File: src/cief_pkg.sv
// Package with register map, field positions and reset values for the CAN irq/tx-empty block
package cief_pkg;
  localparam int unsigned CIEF_AW = 4;
  localparam logic [3:0] CIEF_RIER_OFF = 4'h5;
  localparam logic [3:0] CIEF_TFLG_OFF = 4'h6;
  localparam logic [3:0] CIEF_STAT_OFF = 4'h4;
  localparam logic [3:0] CIEF_TIER_OFF = 4'h7;
  localparam logic [3:0] CIEF_ARQ_OFF = 4'h8;
  localparam logic [3:0] CIEF_AAK_OFF = 4'h9;
  localparam int unsigned CIEF_WAKE_BIT = 7;
  localparam int unsigned CIEF_CSC_BIT = 6;
  localparam int unsigned CIEF_RSENS_LSB = 4;
  localparam int unsigned CIEF_TSENS_LSB = 2;
  localparam int unsigned CIEF_OVR_BIT = 1;
  localparam int unsigned CIEF_RXF_BIT = 0;
  localparam logic [7:0] CIEF_RIER_RST = 8'h00;
  localparam logic [2:0] CIEF_TXE_RST = 3'h7;
  localparam logic [7:0] CIEF_STAT_RST = 8'h00;
  localparam logic [7:0] CIEF_RD_ZERO = 8'h00;
  // Receive and transmit error count thresholds
  localparam logic [8:0] CIEF_REC_WARN = 9'h060;
  localparam logic [8:0] CIEF_REC_PASS = 9'h07F;
  localparam logic [8:0] CIEF_TEC_OFF = 9'h0FF;
  // Bus state codes
  typedef enum logic [1:0]
  {
    CIEF_ST_OK = 2'h0,
    CIEF_ST_WRN = 2'h1,
    CIEF_ST_ERR = 2'h2,
    CIEF_ST_OFF = 2'h3
  } cief_state_t;
endpackage : cief_pkg

File: src/cief_core.sv
// CAN receive irq enables, status-change logic and transmit-empty flags
//
// Chosen here: the strobed register port.
`timescale 1ns/1ps
`default_nettype none

// Function
// - Init mode holds enable register at reset
// - Sensitivity fields survive init mode
// - Enable readable always, writable outside init
// - Wake enable gates wake interrupt
// - Status-change enable gates error interrupt
// - Receiver sensitivity selects flagged receiver changes
// - Transmitter sensitivity codes none/off/passive/all
// - State fields update only without pending flag
// - Overrun enable gates error interrupt
// - Receive-full enable gates receiver interrupt
// - Empty flag one when buffer unscheduled
// - Sent or aborted buffer sets empty flag
// - Set flag and enable keep tx irq
// - Clearing empty flag clears abort ack
// - Setting empty flag clears abort request
// - Listen-only blocks flag clears and transmission
// - Scheduled buffer blocks buffer access
// - Write one clears flag, zero ignored
// - Init mode holds flag register reset
// - Transmitter leaving bus-off forces receiver ok
// - Receiver state from receive error count, bus-off from transmit error count
// - Status-change flag blocks state updates
module cief_core
  import cief_pkg::*;
#(
  parameter int unsigned NBUF = 3
)
(
  input wire logic clock,
  input wire logic rst_n,
  input wire logic [3:0] addr,
  input wire logic [7:0] wdata,
  input wire logic wr,
  input wire logic rd,
  output logic [7:0] rdata,
  input wire logic init_request,
  input wire logic init_ack,
  input wire logic listen_only,
  input wire logic wake_flag,
  input wire logic overrun_flag,
  input wire logic rx_full_flag,
  input wire logic [8:0] rx_err_cnt,
  input wire logic [8:0] tx_err_cnt,
  input wire logic [NBUF-1:0] tx_sent,
  input wire logic [NBUF-1:0] abort_done,
  input wire logic [NBUF-1:0] buf_sel,
  output logic [NBUF-1:0] tx_schedule,
  output logic buf_access_ok,
  output logic status_change_flag,
  output logic wake_irq,
  output logic error_irq,
  output logic rx_irq,
  output logic tx_irq
);

  ////////////////////////////////////////////////////////////////////////////
  // Decode helpers

  // Receiver state from error counters
  function automatic logic [1:0] rx_code(input logic [8:0] rec, input logic [8:0] tec);
    logic [1:0] c;
    c = CIEF_ST_OK;
    if (tec > CIEF_TEC_OFF)
      c = CIEF_ST_OFF;
    else if (rec > CIEF_REC_PASS)
      c = CIEF_ST_ERR;
    else if (rec > CIEF_REC_WARN)
      c = CIEF_ST_WRN;
    return c;
  endfunction : rx_code

  // Transmitter state from its counter
  function automatic logic [1:0] tx_code(input logic [8:0] tec);
    logic [1:0] c;
    c = CIEF_ST_OK;
    if (tec > CIEF_TEC_OFF)
      c = CIEF_ST_OFF;
    else if (tec > CIEF_REC_PASS)
      c = CIEF_ST_ERR;
    else if (tec > CIEF_REC_WARN)
      c = CIEF_ST_WRN;
    return c;
  endfunction : tx_code

  // Whether a change from old to new is flagged at a sensitivity level
  function automatic logic sens_hit(input logic [1:0] sens, input logic [1:0] o,
                                    input logic [1:0] n);
    logic h;
    h = 1'b0;
    if (o != n)
    begin
      case (sens)
        2'h1: h = (o == CIEF_ST_OFF) || (n == CIEF_ST_OFF);
        2'h2: h = (o[1] != n[1]);
        2'h3: h = 1'b1;
        default: h = 1'b0;
      endcase
    end
    return h;
  endfunction : sens_hit

  ////////////////////////////////////////////////////////////////////////////
  // Synchronisers for the event and mode inputs

  logic [1:0] init_rq_s, init_ak_s, listen_s, wake_s, ovr_s, rxf_s;
  always_ff @(posedge clock or negedge rst_n)
  begin
    if (!rst_n)
    begin
      init_rq_s <= 2'h0;
      init_ak_s <= 2'h0;
      listen_s <= 2'h0;
      wake_s <= 2'h0;
      ovr_s <= 2'h0;
      rxf_s <= 2'h0;
    end
    else
    begin
      init_rq_s <= {init_rq_s[0], init_request};
      init_ak_s <= {init_ak_s[0], init_ack};
      listen_s <= {listen_s[0], listen_only};
      wake_s <= {wake_s[0], wake_flag};
      ovr_s <= {ovr_s[0], overrun_flag};
      rxf_s <= {rxf_s[0], rx_full_flag};
    end
  end

  logic init_on, init_off;
  assign init_on = init_rq_s[1] && init_ak_s[1];
  assign init_off = !init_rq_s[1] && !init_ak_s[1];

  logic wr_rier, wr_tflg, wr_stat, wr_tier, wr_arq;
  assign wr_rier = wr && (addr == CIEF_RIER_OFF) && init_off;
  assign wr_tflg = wr && (addr == CIEF_TFLG_OFF) && init_off;
  assign wr_stat = wr && (addr == CIEF_STAT_OFF);
  assign wr_tier = wr && (addr == CIEF_TIER_OFF) && init_off;
  assign wr_arq = wr && (addr == CIEF_ARQ_OFF) && init_off;

  ////////////////////////////////////////////////////////////////////////////
  // Receiver interrupt enable register

  logic [7:0] rier_q;
  always_ff @(posedge clock or negedge rst_n)
  begin
    if (!rst_n)
      rier_q <= CIEF_RIER_RST;
    else if (init_on)
      // Hold enables in reset, keep the sensitivity fields
      rier_q <= (CIEF_RIER_RST & 8'hC3) | (rier_q & 8'h3C);
    else if (wr_rier)
      rier_q <= wdata;
  end

  logic [1:0] rsens, tsens;
  assign rsens = rier_q[CIEF_RSENS_LSB +: 2];
  assign tsens = rier_q[CIEF_TSENS_LSB +: 2];

  ////////////////////////////////////////////////////////////////////////////
  // Bus state fields and status-change flag

  logic [1:0] rx_bus_state_q, tx_bus_state_q, rx_now, tx_now;
  logic csc_q, csc_set, csc_clr;
  assign tx_now = tx_code(tx_err_cnt);
  // Leaving bus-off puts the receiver back to ok as well
  assign rx_now = (tx_bus_state_q == CIEF_ST_OFF && tx_now != CIEF_ST_OFF) ?
                  CIEF_ST_OK : rx_code(rx_err_cnt, tx_err_cnt);
  assign csc_set = !csc_q && (sens_hit(rsens, rx_bus_state_q, rx_now) ||
                   sens_hit(tsens, tx_bus_state_q, tx_now));
  assign csc_clr = wr_stat && wdata[CIEF_CSC_BIT];

  // States track the counters only while no change is pending
  always_ff @(posedge clock or negedge rst_n)
  begin
    if (!rst_n)
    begin
      rx_bus_state_q <= CIEF_ST_OK;
      tx_bus_state_q <= CIEF_ST_OK;
    end
    else if (!csc_q)
    begin
      rx_bus_state_q <= rx_now;
      tx_bus_state_q <= tx_now;
    end
  end

  // Sticky flag, write one clears, set wins
  always_ff @(posedge clock or negedge rst_n)
  begin
    if (!rst_n)
      csc_q <= 1'b0;
    else if (csc_set)
      csc_q <= 1'b1;
    else if (csc_clr)
      csc_q <= 1'b0;
  end
  assign status_change_flag = csc_q;

  ////////////////////////////////////////////////////////////////////////////
  // Transmit empty flags, abort request and acknowledge

  logic [NBUF-1:0] txe_q, tier_q, arq_q, aak_q, txe_set, txe_clr;
  assign txe_set = ~txe_q & (tx_sent | (abort_done & arq_q));
  assign txe_clr = (wr_tflg && !listen_s[1]) ? (wdata[NBUF-1:0] & txe_q) :
                   '0;

  always_ff @(posedge clock or negedge rst_n)
  begin
    if (!rst_n)
      txe_q <= CIEF_TXE_RST[NBUF-1:0];
    else if (init_on)
      txe_q <= CIEF_TXE_RST[NBUF-1:0];
    else
      txe_q <= (txe_q & ~txe_clr) | txe_set;
  end

  always_ff @(posedge clock or negedge rst_n)
  begin
    if (!rst_n)
      tier_q <= '0;
    else if (init_on)
      tier_q <= '0;
    else if (wr_tier)
      tier_q <= wdata[NBUF-1:0];
  end

  // Request cleared when the flag sets; software sets on scheduled buffers only
  always_ff @(posedge clock or negedge rst_n)
  begin
    if (!rst_n)
      arq_q <= '0;
    else if (init_on)
      arq_q <= '0;
    else
      arq_q <= (arq_q | (wr_arq ? (wdata[NBUF-1:0] & ~txe_q) : '0)) & ~txe_set;
  end

  // Acknowledge set on abort, cleared with the flag
  always_ff @(posedge clock or negedge rst_n)
  begin
    if (!rst_n)
      aak_q <= '0;
    else if (init_on)
      aak_q <= '0;
    else
      aak_q <= (aak_q | (~txe_q & abort_done & arq_q)) & ~txe_clr;
  end

  assign tx_schedule = listen_s[1] ? '0 : ~txe_q;
  assign buf_access_ok = ((buf_sel & ~txe_q) == '0);

  ////////////////////////////////////////////////////////////////////////////
  // Interrupt requests

  always_ff @(posedge clock or negedge rst_n)
  begin
    if (!rst_n)
    begin
      wake_irq <= 1'b0;
      error_irq <= 1'b0;
      rx_irq <= 1'b0;
      tx_irq <= 1'b0;
    end
    else
    begin
      wake_irq <= rier_q[CIEF_WAKE_BIT] && wake_s[1];
      error_irq <= (rier_q[CIEF_CSC_BIT] && csc_q) ||
                   (rier_q[CIEF_OVR_BIT] && ovr_s[1]);
      rx_irq <= rier_q[CIEF_RXF_BIT] && rxf_s[1];
      tx_irq <= |(txe_q & tier_q);
    end
  end

  ////////////////////////////////////////////////////////////////////////////
  // Register read port

  always_ff @(posedge clock or negedge rst_n)
  begin
    if (!rst_n)
      rdata <= CIEF_RD_ZERO;
    else if (rd)
    begin
      case (addr)
        CIEF_STAT_OFF: rdata <= {wake_s[1], csc_q, rx_bus_state_q, tx_bus_state_q,
                                 ovr_s[1], rxf_s[1]};
        CIEF_RIER_OFF: rdata <= rier_q;
        CIEF_TFLG_OFF: rdata <= 8'(txe_q);
        CIEF_TIER_OFF: rdata <= 8'(tier_q);
        CIEF_ARQ_OFF: rdata <= 8'(arq_q);
        CIEF_AAK_OFF: rdata <= 8'(aak_q);
        default: rdata <= CIEF_RD_ZERO;
      endcase
    end
    else
      rdata <= CIEF_RD_ZERO;
  end
endmodule : cief_core

`default_nettype wire

File: config.mk
export PLATFORM = sky130hd
export DESIGN_NAME = cief_core
export DESIGN_NICKNAME = d
export VERILOG_FILES = /design/src/cief_pkg.sv /design/src/cief_core.sv
export SDC_FILE = /design/constraint.sdc
export NUM_CORES = 1
export LEC_CHECK = 0
export BUFFER_PORTS_ARGS = -buffer_cell sky130_fd_sc_hd__buf_2
export CELL_PAD_IN_SITES_DETAIL_PLACEMENT = 1
export CELL_PAD_IN_SITES_GLOBAL_PLACEMENT = 2
export CORE_MARGIN = 3
export CORE_UTILIZATION = 33
export CTS_BUF_LIST = sky130_fd_sc_hd__clkbuf_4
export DETAILED_ROUTE_END_ITERATION = 6
export PLACE_DENSITY_LB_ADDON = 0.1
export SYNTH_ARGS = -nofsm -noshare
export SYNTH_HDL_FRONTEND = slang
export SYNTH_SLANG_ARGS = --single-unit
File: constraint.sdc
create_clock -name clock -period 2.1 [get_ports clock]
set_input_delay 0.21 -clock clock [delete_from_list [all_inputs] [get_ports clock]]
set_output_delay 0.21 -clock clock [all_outputs]
set_load 0.005 [all_outputs]
# After elaboration in Yosys (flattened, before gate mapping)
# Index checks and enable logic that the tools add are counted.
# classes
add_sub_neg,0
mul,0
div,0
magnitude_cmp,5
eq_ne,21
shift,0
n_mux,25
bitwise_logic,19
n_reduce_logical,33
# op_table
operator,n
$pmux W8 S6,1
$gt A9 B7 Y1 const B,4
$and A3 B3 Y3,11
$mux W3,8
$mux W8,3
$logic_and A1 B1 Y1,19
$eq A2 B2 Y1 const B,8
$eq A4 B3 Y1 const B,4
$or A3 B3 Y3,4
$mux W2,5
$gt A9 B8 Y1 const B,1
$not A3 Y3,3
$eq A4 B4 Y1 const B,2
$mux W1,6
$pmux W1 S3,2
$reduce_bool A2 Y1,3
$eq A2 B1 Y1 const B,2
$logic_not A1 Y1,4
$logic_or A1 B1 Y1,4
$ne A2 B2 Y1,2
$logic_not A3 Y1,1
$reduce_or A3 Y1,1
$ne A1 B1 Y1,2
$ne A2 B2 Y1 const B,1
2 further kinds,2
# word_totals
ff_bits,49
latchBits,0
ramBits,0
mem_bits_ro,0
in_bits,49
output_inout_bits,17
word_cells,123
n_memories,0

# Logic depth before layout (Yosys ltp)
# Gate-level depths: netlist of run 1.
# logic_depth
ltp_word,14
mapped_depth,6
mapped_depth_nobuf,5

# Worst setup path before layout of run 1
# Ideal clock, no wire load.
# synth_timing
kind,register -> register
startpoint,register tx_bus_state_q[0]
endpoint,"register csc_q, in the netlist status_change_flag"
setup_time_ns,0.084
t_arrival_ns,1.409
required_ns,2.016
setup_slack_ns,0.607
path_stages_with_launch,6
n_path_buf,0
period_less_slack_ns,1.493
cell_sequence,dfrtp_1 -> nand2_1 -> nand3_1 -> o41ai_1 -> mux2_4 -> a41oi_2
# synth_via
elab_chain_cells,10
elab_cells_between_ends,17
classes_between,eq/ne (5); mux (6); reduce/logical (6)
# synth_rtl
element,line,rtl
from (decl),cief_core.sv:168,"logic [1:0] rx_bus_state_q, tx_bus_state_q, rx_now, tx_now;"
from (signal assigned),cief_core.sv:189,tx_bus_state_q <= tx_now;
$eq A2 B2 Y1,"cief_core.sv:100, cief_core.sv:172",
$logic_and A1 B1 Y1,cief_core.sv:172,assign rx_now = (tx_bus_state_q == CIEF_ST_OFF && tx_now != CIEF_ST_OFF) ?
$mux W2,cief_core.sv:172,
$eq A2 B2 Y1,cief_core.sv:100,2'h1: h = (o == CIEF_ST_OFF) || (n == CIEF_ST_OFF);
$logic_or A1 B1 Y1,cief_core.sv:100,
$pmux W1 S3,cief_core.sv:99,case (sens)
$mux W1,cief_core.sv:97,if (o != n)
$logic_or A1 B1 Y1 *,cief_core.sv:174,"assign csc_set = !csc_q && (sens_hit(rsens, rx_bus_state_q, rx_now) ||"
$logic_and A1 B1 Y1 *,cief_core.sv:174,
$mux W1 or $reduce_bool A2 Y1 (tied branches),n/a,
to (signal assigned),cief_core.sv:197,csc_q <= 1'b0;
to (signal assigned),cief_core.sv:199,csc_q <= 1'b1;
to (signal assigned),cief_core.sv:201,csc_q <= 1'b0;
to (decl),cief_core.sv:169,"logic csc_q, csc_set, csc_clr;"
# Every way passes the cells marked *; elsewhere a longest branch is shown, timed or not.
# A chain may end at the register's enable or synchronous reset.

# Worst setup path in the final report of run 1
# layout_timing
startpoint,register txe_q[0]
endpoint,output port buf_access_ok
# layout_via
elab_chain_cells,3
# layout_rtl
element,line,rtl
from (decl),cief_core.sv:208,"logic [NBUF-1:0] txe_q, tier_q, arq_q, aak_q, txe_set, txe_clr;"
from (signal assigned),cief_core.sv:216,txe_q <= CIEF_TXE_RST[NBUF-1:0];
from (signal assigned),cief_core.sv:218,txe_q <= CIEF_TXE_RST[NBUF-1:0];
from (signal assigned),cief_core.sv:220,txe_q <= (txe_q & ~txe_clr) | txe_set;
$not A3 Y3,cief_core.sv:256,assign buf_access_ok = ((buf_sel & ~txe_q) == '0);
$and A3 B3 Y3,cief_core.sv:256,
$logic_not A3 Y1,cief_core.sv:256,
to (decl),cief_core.sv:55,"output logic buf_access_ok,"
# No other way between the ends.

==> report_table.html, run 1 <==
<table>
<tr><th>Metric</th><th>Value</th></tr>
<tr><th colspan="2">STA</th></tr>
<tr><td>Max Clk Rate</td><td>568 MHz</td></tr>
<tr><td>Max-slew violation total from the final report</td><td>0</td></tr>
<tr><td>Clock Skews</td><td>0.0122 ns</td></tr>
<tr><td>Min cycle time layout</td><td>1.76 ns</td></tr>
<tr><td>Final-layout setup total negative slack</td><td>0 ns</td></tr>
<tr><td>Normalized max-slew margin</td><td>62.9%</td></tr>
<tr><td>Unrepaired setup endpoints after global routing</td><td>no</td></tr>
<tr><td>Worst slew pin tran</td><td>0.553 ns</td></tr>
<tr><td>Final Hold Violating Endpoints</td><td>0</td></tr>
<tr><td>Worst hold slack</td><td>0.0406 ns</td></tr>
<tr><td>Final worst setup slack</td><td>0.340 ns</td></tr>
<tr><td>Setup-violating endpoint count in the final report</td><td>0</td></tr>
<tr><td>Final worst-path cycle share</td><td>83.8%</td></tr>
<tr><th colspan="2">Global routing</th></tr>
<tr><td>Remaining Overflow, GRT</td><td>0</td></tr>
<tr><td>Antenna violations before repair</td><td>0</td></tr>
<tr><td>Gr usage total</td><td>16.5%</td></tr>
<tr><td>Number of global-route vias before repair</td><td>2,002</td></tr>
<tr><td>Largest net degree at the start of global routing</td><td>29</td></tr>
<tr><td>First-pass GRT wire length</td><td>9.73 mm</td></tr>
<tr><th colspan="2">Synth</th></tr>
<tr><td>Top flip-flop cell by instance count after synthesis</td><td>sky130_fd_sc_hd__dfrtp_1</td></tr>
<tr><td>Gate count after technology mapping</td><td>200</td></tr>
<tr><td>Async S/R FF share, synth</td><td>100%</td></tr>
<tr><td>Flip-flop and latch count after synthesis</td><td>49</td></tr>
<tr><td>Cell area after synthesis</td><td>0.00217 mm^2</td></tr>
<tr><td>Post-synthesis cell type count</td><td>45</td></tr>
<tr><td>YS warnings</td><td>0</td></tr>
<tr><td>Fraction of the yosys area taken by sequential cells</td><td>56.7%</td></tr>
<tr><td>Count of flip-flops with a built-in enable after synthesis</td><td>0</td></tr>
<tr><td>Total nets after synthesis</td><td>249</td></tr>
<tr><td>Post-synthesis area per instance</td><td>10.9 um^2</td></tr>
<tr><th colspan="2">Critical path</th></tr>
<tr><td>Kind of launch point of the worst setup path</td><td>flop</td></tr>
<tr><td>Nature of the critical path endpoint</td><td>output pin</td></tr>
<tr><td>Kind of critical path</td><td>flop to output pin</td></tr>
<tr><td>Worst-path cell chain</td><td>inv_1 -&gt; a222oi_1 -&gt; buf_2</td></tr>
<tr><td>Highest-delay cell along the critical path</td><td>sky130_fd_sc_hd__dfstp_2</td></tr>
<tr><td>Worst reg2reg path depth</td><td>5</td></tr>
<tr><td>Endpoint arrival time on the critical path</td><td>1.55 ns</td></tr>
<tr><td>Required time of the worst setup path</td><td>1.89 ns</td></tr>
<tr><td>R2r startpoint</td><td>tx_bus_state_q[0]</td></tr>
<tr><td>Worst R2R End</td><td>status_change_flag</td></tr>
<tr><td>Sum of buffers and inverters on the critical path</td><td>2</td></tr>
<tr><td>Largest stage delay on the critical path</td><td>0.63 ns</td></tr>
<tr><td>Maximum net fanout on the critical path</td><td>6</td></tr>
<tr><td>Worst path top cell family by delay</td><td>flip-flops</td></tr>
<tr><td>Worst reg2reg setup slack</td><td>0.44 ns</td></tr>
<tr><th colspan="2">Clock network</th></tr>
<tr><td>Inserted Clock Buffers</td><td>5</td></tr>
<tr><td>Post-CTS repair timing setup buffer count</td><td>0</td></tr>
<tr><td>Root buf cell</td><td>sky130_fd_sc_hd__clkbuf_4</td></tr>
<tr><td>Resized Gates After CTS</td><td>0</td></tr>
<tr><td>Hold buffer count at cts</td><td>7</td></tr>
<tr><td>TritonCTS clock tree</td><td>yes</td></tr>
<tr><td>Clock transition at the register clock pins on the worst setup and hold paths after CTS</td><td>0.16 ns</td></tr>
<tr><td>Clock net sink count</td><td>49</td></tr>
<tr><td>Number of H-tree levels</td><td>2</td></tr>
<tr><td>Clock insertion delay at the later pin of the skew report</td><td>0.37 ns</td></tr>
<tr><td>Clock Tree Buf Depth</td><td>2</td></tr>
<tr><th colspan="2">Pwr</th></tr>
<tr><td>Part of the power in the clock network</td><td>24.4%</td></tr>
<tr><td>Switching Share</td><td>30.2%</td></tr>
<tr><td>Largest voltage drop on the vdd net</td><td>289 uV</td></tr>
<tr><td>Static leakage power</td><td>1.37 nW</td></tr>
<tr><td>Combinational share of power</td><td>16.1%</td></tr>
<tr><td>Internal power consumption</td><td>0.00130 W</td></tr>
<tr><td>Total net switching power</td><td>0.000562 W</td></tr>
<tr><td>Sequential cell fraction of total power</td><td>59.5%</td></tr>
<tr><td>Pwr Total</td><td>0.00186 W</td></tr>
<tr><td>Power density of the placed cells</td><td>677 mW/mm^2</td></tr>
<tr><th colspan="2">Cells and area</th></tr>
<tr><td>Antenna cells</td><td>0</td></tr>
<tr><td>Layout fillers</td><td>722</td></tr>
<tr><td>Final Instance Count excl. Fillers</td><td>355</td></tr>
<tr><td>Number of nets at the end of the flow</td><td>328</td></tr>
<tr><td>Area overhead of the layout relative to synthesis</td><td>26.6%</td></tr>
<tr><td>Share of cells above drive strength 1</td><td>31.8%</td></tr>
<tr><th colspan="2">Floorplan</th></tr>
<tr><td>Horizontal extent of the die</td><td>87.1 um</td></tr>
<tr><td>Die height</td><td>87.1 um</td></tr>
<tr><td>Area of the core region</td><td>0.00613 mm^2</td></tr>
<tr><td>IO Pins</td><td>66</td></tr>
<tr><td>Starting Density</td><td>35.4%</td></tr>
<tr><td>Total die area</td><td>0.00759 mm^2</td></tr>
<tr><td>Row cnt</td><td>28</td></tr>
<tr><th colspan="2">Detailed routing</th></tr>
<tr><td>Routed length per instance</td><td>16.7 um</td></tr>
<tr><td>Final Routed Wirelength</td><td>5.92 mm</td></tr>
<tr><td>Final routed DRC violation total</td><td>0</td></tr>
<tr><td>Average vias per placed instance</td><td>5.23</td></tr>
<tr><td>Detailed router's first-iteration violation count</td><td>85</td></tr>
<tr><td>First-pass DRT Iterations</td><td>4</td></tr>
<tr><td>Via count</td><td>1,857</td></tr>
<tr><td>Post-detailed-route count of antenna-violating nets</td><td>0</td></tr>
<tr><th colspan="2">Worst hold path</th></tr>
<tr><td>Hold path startpoint</td><td>wdata[4]</td></tr>
<tr><td>Path class of the lowest-slack min-delay path</td><td>input pin to flop</td></tr>
<tr><td>Hold worst-path end</td><td>rier_q[4]</td></tr>
<tr><td>Cell depth of the worst hold path</td><td>2</td></tr>
<tr><th colspan="2">Placed design</th></tr>
<tr><td>Worst Setup Slack post-DPL</td><td>0.462 ns</td></tr>
<tr><td>Placed wire-length estimate</td><td>4.56 mm</td></tr>
<tr><td>Count of buffers inserted at the top-level ports</td><td>65</td></tr>
<tr><td>Number of placed instances with taps included</td><td>340</td></tr>
<tr><td>Last weighted congestion value of the routability-driven placer</td><td>0.831</td></tr>
<tr><th colspan="2">Run status</th></tr>
<tr><td>Result of the run</td><td>completed</td></tr>
<tr><th colspan="2">Flow run</th></tr>
<tr><td>Total of max-cap violations</td><td>0</td></tr>
</table>
==> metrics by stage <==
stage               instance area, um^2  utilization [%]
detailed placement                 2620             42.7
global route                       2750             44.8
CTS                                2750             44.8
global placement                   2620             42.7
floorplan                          2170                -
finish                             2750             44.8
==> registers in the layout, summed over array words and instances (netlist names), 3 cells and up <==
register and cells:
arq_q 3, txe_q 3, rdata 8, tier_q 3
aak_q 3, rier_q 8
==> power by group through the flow <==
stage	Combinational [W]	Sequential, W	Clock, W
finish	0.000300	0.00111	0.000455
global route	0.000345	0.00112	0.000508
CTS	0.000306	0.00110	0.000470
detailed placement	0.000295	0.00112	0
global placement	0.000293	0.00112	0
floorplan	0.000180	0.00109	0
==> cell type report <==
class / count / area [um^2] / share of cell area [%]
timing repair buffer: 77 / 445 / 16.2
sequential: 49 / 1230 / 44.8
tap: 75 / 93.8 / 3.42
clock buffer: 5 / 37.5 / 1.37
multi-input combinational: 138 / 890 / 32.4
inverter: 8 / 30.0 / 1.09
clock inverter: 3 / 21.3 / 0.774
==> kinds of logic after synthesis <==
kind of cell    after synthesis  synth area share [%]
compound gates               51                  16.0
xor+xnor                      1                 0.404
buf+inv                      13                  2.36
flops                        49                  56.7
mux                          16                  7.95
simple gates                 70                  16.6
==> layer usage <==
layer,global-route usage (%),wire (um),vias to the layer above
met5,0,0,-
met4,3.63,55,0
met3,3.60,370,6
met2,29.7,2970,56
met1,20.1,2520,901
li1,-,-,894
==> cells in the final DEF, fill, tap and decap left out, types with 2 or more instances in the layout <==
cell,Yosys,layout
sky130_fd_sc_hd__buf_2,2,65
sky130_fd_sc_hd__dfrtp_1,46,46
sky130_fd_sc_hd__nor2_1,28,28
sky130_fd_sc_hd__nand2_1,12,12
sky130_fd_sc_hd__a21oi_1,11,11
sky130_fd_sc_hd__mux2i_1,9,9
sky130_fd_sc_hd__a22oi_1,8,8
sky130_fd_sc_hd__nand3_1,8,8
sky130_fd_sc_hd__inv_1,7,7
sky130_fd_sc_hd__o21ai_0,7,7
sky130_fd_sc_hd__dlygate4sd3_1,0,7
sky130_fd_sc_hd__and2_1,6,6
sky130_fd_sc_hd__clkbuf_4,0,5
sky130_fd_sc_hd__mux2_1,4,4
sky130_fd_sc_hd__buf_4,0,4
sky130_fd_sc_hd__o21ai_1,3,3
sky130_fd_sc_hd__a31oi_1,3,3
sky130_fd_sc_hd__o22ai_1,3,3
sky130_fd_sc_hd__a221oi_1,3,3
sky130_fd_sc_hd__dfstp_2,3,3
sky130_fd_sc_hd__nand3b_1,2,2
sky130_fd_sc_hd__nor3b_2,2,2
sky130_fd_sc_hd__nor3b_1,2,2
sky130_fd_sc_hd__a21o_1,2,2
sky130_fd_sc_hd__a222oi_1,2,2
sky130_fd_sc_hd__nor4_1,2,2
sky130_fd_sc_hd__mux2_2,2,2
sky130_fd_sc_hd__nor3_1,2,2
==> Yosys cell counts, drive strengths merged, types with 3 or more instances <==
| cell type | n | area (um^2) |
|---|---|---|
| nor3b | 4 | 40.0 |
| mux2 | 7 | 82.6 |
| dfrtp | 46 | 1150 |
| o22ai | 3 | 18.8 |
| a22oi | 8 | 60.1 |
| and2 | 6 | 37.5 |
| nand2 | 12 | 45.0 |
| a21oi | 11 | 55.1 |
| buf | 3 | 13.8 |
| o21ai | 10 | 50.0 |
| dfstp | 3 | 78.8 |
| a221oi | 3 | 26.3 |
| nor2 | 28 | 105 |
| a31oi | 3 | 18.8 |
| nand3 | 8 | 40.0 |
| mux2i | 9 | 90.1 |
| inv | 8 | 30.0 |
==> worst max path at each step <==
stage / start / to / slack (ns) / depth (start not counted)
2_1_floorplan: tx_bus_state_q[0] / status_change_flag / 0.61 / 5
3_3_place_gp: tx_bus_state_q[0] / status_change_flag / 0.48 / 5
3_5_place_dp: tx_bus_state_q[0] / status_change_flag / 0.46 / 5
4_1_cts: txe_q[0] / buf_access_ok / 0.32 / 3
5_1_grt: txe_q[0] / buf_access_ok / 0.24 / 3
6_report: txe_q[0] / buf_access_ok / 0.34 / 3
==> worst reg2reg max path, delay by kind of cell (launching register included) <==
family / cells / cell delay (ns)
compound gates: 2 / 0.58
flops: 1 / 0.47
mux: 1 / 0.35
simple gates: 2 / 0.20
No activity file was read; power rests on OpenSTA's default activity.
==> run 2: changes to the inputs <==
==> constraint.sdc (replaced) <==
create_clock -name clock -period 1.7 [get_ports clock]
set_input_delay 0.17 -clock clock [delete_from_list [all_inputs] [get_ports clock]]
set_output_delay 0.17 -clock clock [all_outputs]
set_load 0.005 [all_outputs]
==> run 2 against run 1 <==
Against the previous run: combinational power up 41%; hold slack worse by 0.012 ns; setup slack worse by 0.23 ns; non-clock buffer count up 12; die area unchanged; largest cell class unchanged; largest power group unchanged.
==> report_table.html, run 2 (same netlist as run 1, synthesis figures left out) <==
<table>
<tr><th>Metric</th><th>Value</th></tr>
<tr><th colspan="2">Run status</th></tr>
<tr><td>Result of the run</td><td>completed</td></tr>
<tr><th colspan="2">Critical path</th></tr>
<tr><td>Worst path top cell family by delay</td><td>flip-flops</td></tr>
<tr><td>Kind of critical path</td><td>flop to output pin</td></tr>
<tr><td>Worst R2R End</td><td>aak_q[0]</td></tr>
<tr><td>Highest-delay cell along the critical path</td><td>sky130_fd_sc_hd__dfstp_2</td></tr>
<tr><td>Required time of the worst setup path</td><td>1.53 ns (-0.36 ns)</td></tr>
<tr><td>Worst-path cell chain</td><td>inv_2 -&gt; a222oi_1 -&gt; buf_2</td></tr>
<tr><td>Worst reg2reg setup slack</td><td>0.13 ns (-0.31 ns)</td></tr>
<tr><td>Maximum net fanout on the critical path</td><td>2 (-4)</td></tr>
<tr><td>Kind of launch point of the worst setup path</td><td>flop</td></tr>
<tr><td>Worst reg2reg path depth</td><td>6 (+1)</td></tr>
<tr><td>Largest stage delay on the critical path</td><td>0.58 ns (-0.05 ns)</td></tr>
<tr><td>Endpoint arrival time on the critical path</td><td>1.42 ns (-0.13 ns)</td></tr>
<tr><td>Sum of buffers and inverters on the critical path</td><td>2 (unchanged)</td></tr>
<tr><td>Nature of the critical path endpoint</td><td>output pin</td></tr>
<tr><td>R2r startpoint</td><td>init_ak_s[1]</td></tr>
<tr><th colspan="2">STA</th></tr>
<tr><td>Unrepaired setup endpoints after global routing</td><td>yes</td></tr>
<tr><td>Max Clk Rate</td><td>627 MHz</td></tr>
<tr><td>Max-slew violation total from the final report</td><td>0 (unchanged)</td></tr>
<tr><td>Final worst-path cycle share</td><td>93.8%</td></tr>
<tr><td>Clock Skews</td><td>0.0173 ns (+0.00512 ns)</td></tr>
<tr><td>Setup-violating endpoint count in the final report</td><td>0 (unchanged)</td></tr>
<tr><td>Worst slew pin tran</td><td>0.604 ns (+0.0510 ns)</td></tr>
<tr><td>Final Hold Violating Endpoints</td><td>0 (unchanged)</td></tr>
<tr><td>Min cycle time layout</td><td>1.59 ns</td></tr>
<tr><td>Final worst setup slack</td><td>0.106 ns (-0.234 ns)</td></tr>
<tr><td>Normalized max-slew margin</td><td>59.5% (-3.4 points)</td></tr>
<tr><th colspan="2">Global routing</th></tr>
<tr><td>Antenna violations before repair</td><td>0 (unchanged)</td></tr>
<tr><td>Met3 usage in global routing</td><td>3.31% (-0.28 points)</td></tr>
<tr><td>Routing layer with the top usage in global route</td><td>met2</td></tr>
<tr><td>Remaining Overflow, GRT</td><td>0 (unchanged)</td></tr>
<tr><td>Gr usage total</td><td>16.3% (-0.21 points)</td></tr>
<tr><td>Met2 track demand over resource in global routing</td><td>28.0% (-1.7 points)</td></tr>
<tr><td>Number of global-route vias before repair</td><td>1,927 (-3.7%)</td></tr>
<tr><td>Largest net degree at the start of global routing</td><td>29 (unchanged)</td></tr>
<tr><td>First-pass GRT wire length</td><td>9.62 mm (-1.1%)</td></tr>
<tr><td>Met1 usage in global routing</td><td>21.2% (+1.2 points)</td></tr>
<tr><th colspan="2">Placed design</th></tr>
<tr><td>Last weighted congestion value of the routability-driven placer</td><td>0.794 (-4.6%)</td></tr>
<tr><td>Area after detailed placement</td><td>0.00264 mm^2 (+0.86%)</td></tr>
<tr><td>Placed wire-length estimate</td><td>4.41 mm (-3.3%)</td></tr>
<tr><td>Count of buffers inserted at the top-level ports</td><td>65 (unchanged)</td></tr>
<tr><td>Worst Setup Slack post-DPL</td><td>0.0468 ns (-0.416 ns)</td></tr>
<tr><th colspan="2">Pwr</th></tr>
<tr><td>Total net switching power</td><td>0.000717 W (+28%)</td></tr>
<tr><td>Sequential cell fraction of total power</td><td>57.4% (-2.1 points)</td></tr>
<tr><td>Largest voltage drop on the vdd net</td><td>402 uV (+39%)</td></tr>
<tr><td>Switching Share</td><td>30.4% (+0.25 points)</td></tr>
<tr><td>Part of the power in the clock network</td><td>24.7% (+0.3 points)</td></tr>
<tr><td>Static leakage power</td><td>1.42 nW (+3.9%)</td></tr>
<tr><td>Power density of the placed cells</td><td>820 mW/mm^2 (+21%)</td></tr>
<tr><td>Combinational share of power</td><td>18.0% (+1.9 points)</td></tr>
<tr><td>Internal power consumption</td><td>0.00164 W (+26%)</td></tr>
<tr><th colspan="2">Clock network</th></tr>
<tr><td>TritonCTS clock tree</td><td>yes</td></tr>
<tr><td>Clock Tree Buf Depth</td><td>2 (unchanged)</td></tr>
<tr><td>Clock transition at the register clock pins on the worst setup and hold paths after CTS</td><td>0.17 ns (about the same)</td></tr>
<tr><td>Inserted Clock Buffers</td><td>5 (unchanged)</td></tr>
<tr><td>Root buf cell</td><td>sky130_fd_sc_hd__clkbuf_4</td></tr>
<tr><td>Clock net sink count</td><td>49 (unchanged)</td></tr>
<tr><td>Clock insertion delay at the later pin of the skew report</td><td>0.37 ns (about the same)</td></tr>
<tr><td>Number of H-tree levels</td><td>2 (unchanged)</td></tr>
<tr><th colspan="2">Cells and area</th></tr>
<tr><td>Share of cells above drive strength 1</td><td>34.9% (+3.1 points)</td></tr>
<tr><td>Number of nets at the end of the flow</td><td>340 (+3.7%)</td></tr>
<tr><td>Area overhead of the layout relative to synthesis</td><td>32.4%</td></tr>
<tr><td>Layout fillers</td><td>721 (-0.14%)</td></tr>
<tr><td>Commonest non-fill, non-tap cells in the layout</td><td>65 x sky130_fd_sc_hd__buf_2, 46 x sky130_fd_sc_hd__dfrtp_1, 28 x sky130_fd_sc_hd__nor2_1</td></tr>
<tr><td>Antenna cells</td><td>0 (unchanged)</td></tr>
<tr><td>Area of all placed cells without fillers</td><td>0.00288 mm^2 (+4.6%)</td></tr>
<tr><td>Largest registers</td><td>rdata x8, rier_q x8</td></tr>
<tr><td>Most common cell after layout, fill and taps aside</td><td>sky130_fd_sc_hd__buf_2</td></tr>
<tr><th colspan="2">Floorplan</th></tr>
<tr><td>Starting Density</td><td>35.4% (unchanged)</td></tr>
<tr><td>Die height</td><td>87.1 um (unchanged)</td></tr>
<tr><td>Total die area</td><td>0.00759 mm^2 (unchanged)</td></tr>
<tr><td>Area of the core region</td><td>0.00613 mm^2 (unchanged)</td></tr>
<tr><td>IO Pins</td><td>66 (unchanged)</td></tr>
<tr><td>Horizontal extent of the die</td><td>87.1 um (unchanged)</td></tr>
<tr><td>Row cnt</td><td>28 (unchanged)</td></tr>
<tr><th colspan="2">Detailed routing</th></tr>
<tr><td>Average vias per placed instance</td><td>5.18 (-1.0%)</td></tr>
<tr><td>First-pass DRT Iterations</td><td>6 (+2)</td></tr>
<tr><td>Final routed DRC violation total</td><td>0 (unchanged)</td></tr>
<tr><td>Final Routed Wirelength</td><td>5.94 mm (+0.41%)</td></tr>
<tr><td>Routed length per instance</td><td>16.2 um (-2.9%)</td></tr>
<tr><td>Post-detailed-route count of antenna-violating nets</td><td>0 (unchanged)</td></tr>
<tr><td>Via count</td><td>1,900 (+2.3%)</td></tr>
<tr><td>Detailed router's first-iteration violation count</td><td>66 (-22%)</td></tr>
<tr><th colspan="2">Worst hold path</th></tr>
<tr><td>Hold worst-path end</td><td>rier_q[6]</td></tr>
<tr><td>Cell depth of the worst hold path</td><td>3 (+1)</td></tr>
<tr><td>Path class of the lowest-slack min-delay path</td><td>input pin to flop</td></tr>
<tr><td>Hold path startpoint</td><td>wdata[6]</td></tr>
<tr><th colspan="2">Flow run</th></tr>
<tr><td>Total of max-cap violations</td><td>0 (unchanged)</td></tr>
</table>
## run 2: worst min-delay path, cell delays in order
cell	delay (ns)
sky130_fd_sc_hd__buf_2	0.12
sky130_fd_sc_hd__nand3_1	0.06
sky130_fd_sc_hd__nand2_1	0.04
## run 2: cell type report
type                       instances  area, um^2  area share, %
sequential                        49        1230           42.8
multi-input combinational        138         912           31.7
timing repair buffer              89         546           19.0
tap                               75        93.8           3.26
clock buffer                       5        37.5           1.31
inverter                           8        30.0           1.04
clock inverter                     3        26.3          0.914
## run 2: worst max-delay path by stage
stage                            startpoint                 end  slack, ns  cells after the start
final                              txe_q[0]       buf_access_ok       0.11                      3
after global routing               txe_q[0]       buf_access_ok     -0.006                      3
after CTS                      init_ak_s[1]            aak_q[2]       0.02                      5
after detailed placement       init_ak_s[1]            aak_q[2]       0.05                      5
after global placement    tx_bus_state_q[1]  status_change_flag       0.11                      5
after floorplan           tx_bus_state_q[0]  status_change_flag       0.21                      5
## run 2: repair_timing
item / in CTS / in global routing
pin swaps: 0 / 1
hold endpoints to repair: 31 / 0
hold buffers: 11 / 0
buffers inserted: 3 / 2
setup endpoints to repair: 1 / 8
gates resized for setup: 0 / 7
## run 2: routing by layer
layer  up-vias  wire, um
met5         -         0
li1        918         -
met1       920      2650
met4         0        41
met2        57      2880
met3         5       370
## run 2: power by group through the flow
| stage | Sequential [W] | Combinational [W] | Clock, W |
|---|---|---|---|
| final | 0.00135 | 0.000424 | 0.000581 |
| after global routing | 0.00137 | 0.000478 | 0.000641 |
| after CTS | 0.00135 | 0.000420 | 0.000608 |
| after detailed placement | 0.00137 | 0.000399 | 0 |
| after global placement | 0.00137 | 0.000398 | 0 |
| after floorplan | 0.00135 | 0.000223 | 0 |
## run 2: stage by stage
stage / power, W / TNS (ns) / hold slack, ns / util (%) / instances
2_1_floorplan: 0.00157 / 0 / -0.126 / - / 200
3_3_place_gp: 0.00177 / 0 / 0.179 / 43.1 / 343
3_5_place_dp: 0.00177 / 0 / 0.183 / 43.1 / 343
4_1_cts: 0.00238 / 0 / 0.0150 / 46.3 / 365
5_1_grt: 0.00249 / -0.00595 / 0.0104 / 46.9 / 367
6_report: 0.00236 / 0 / 0.0287 / 46.9 / 367
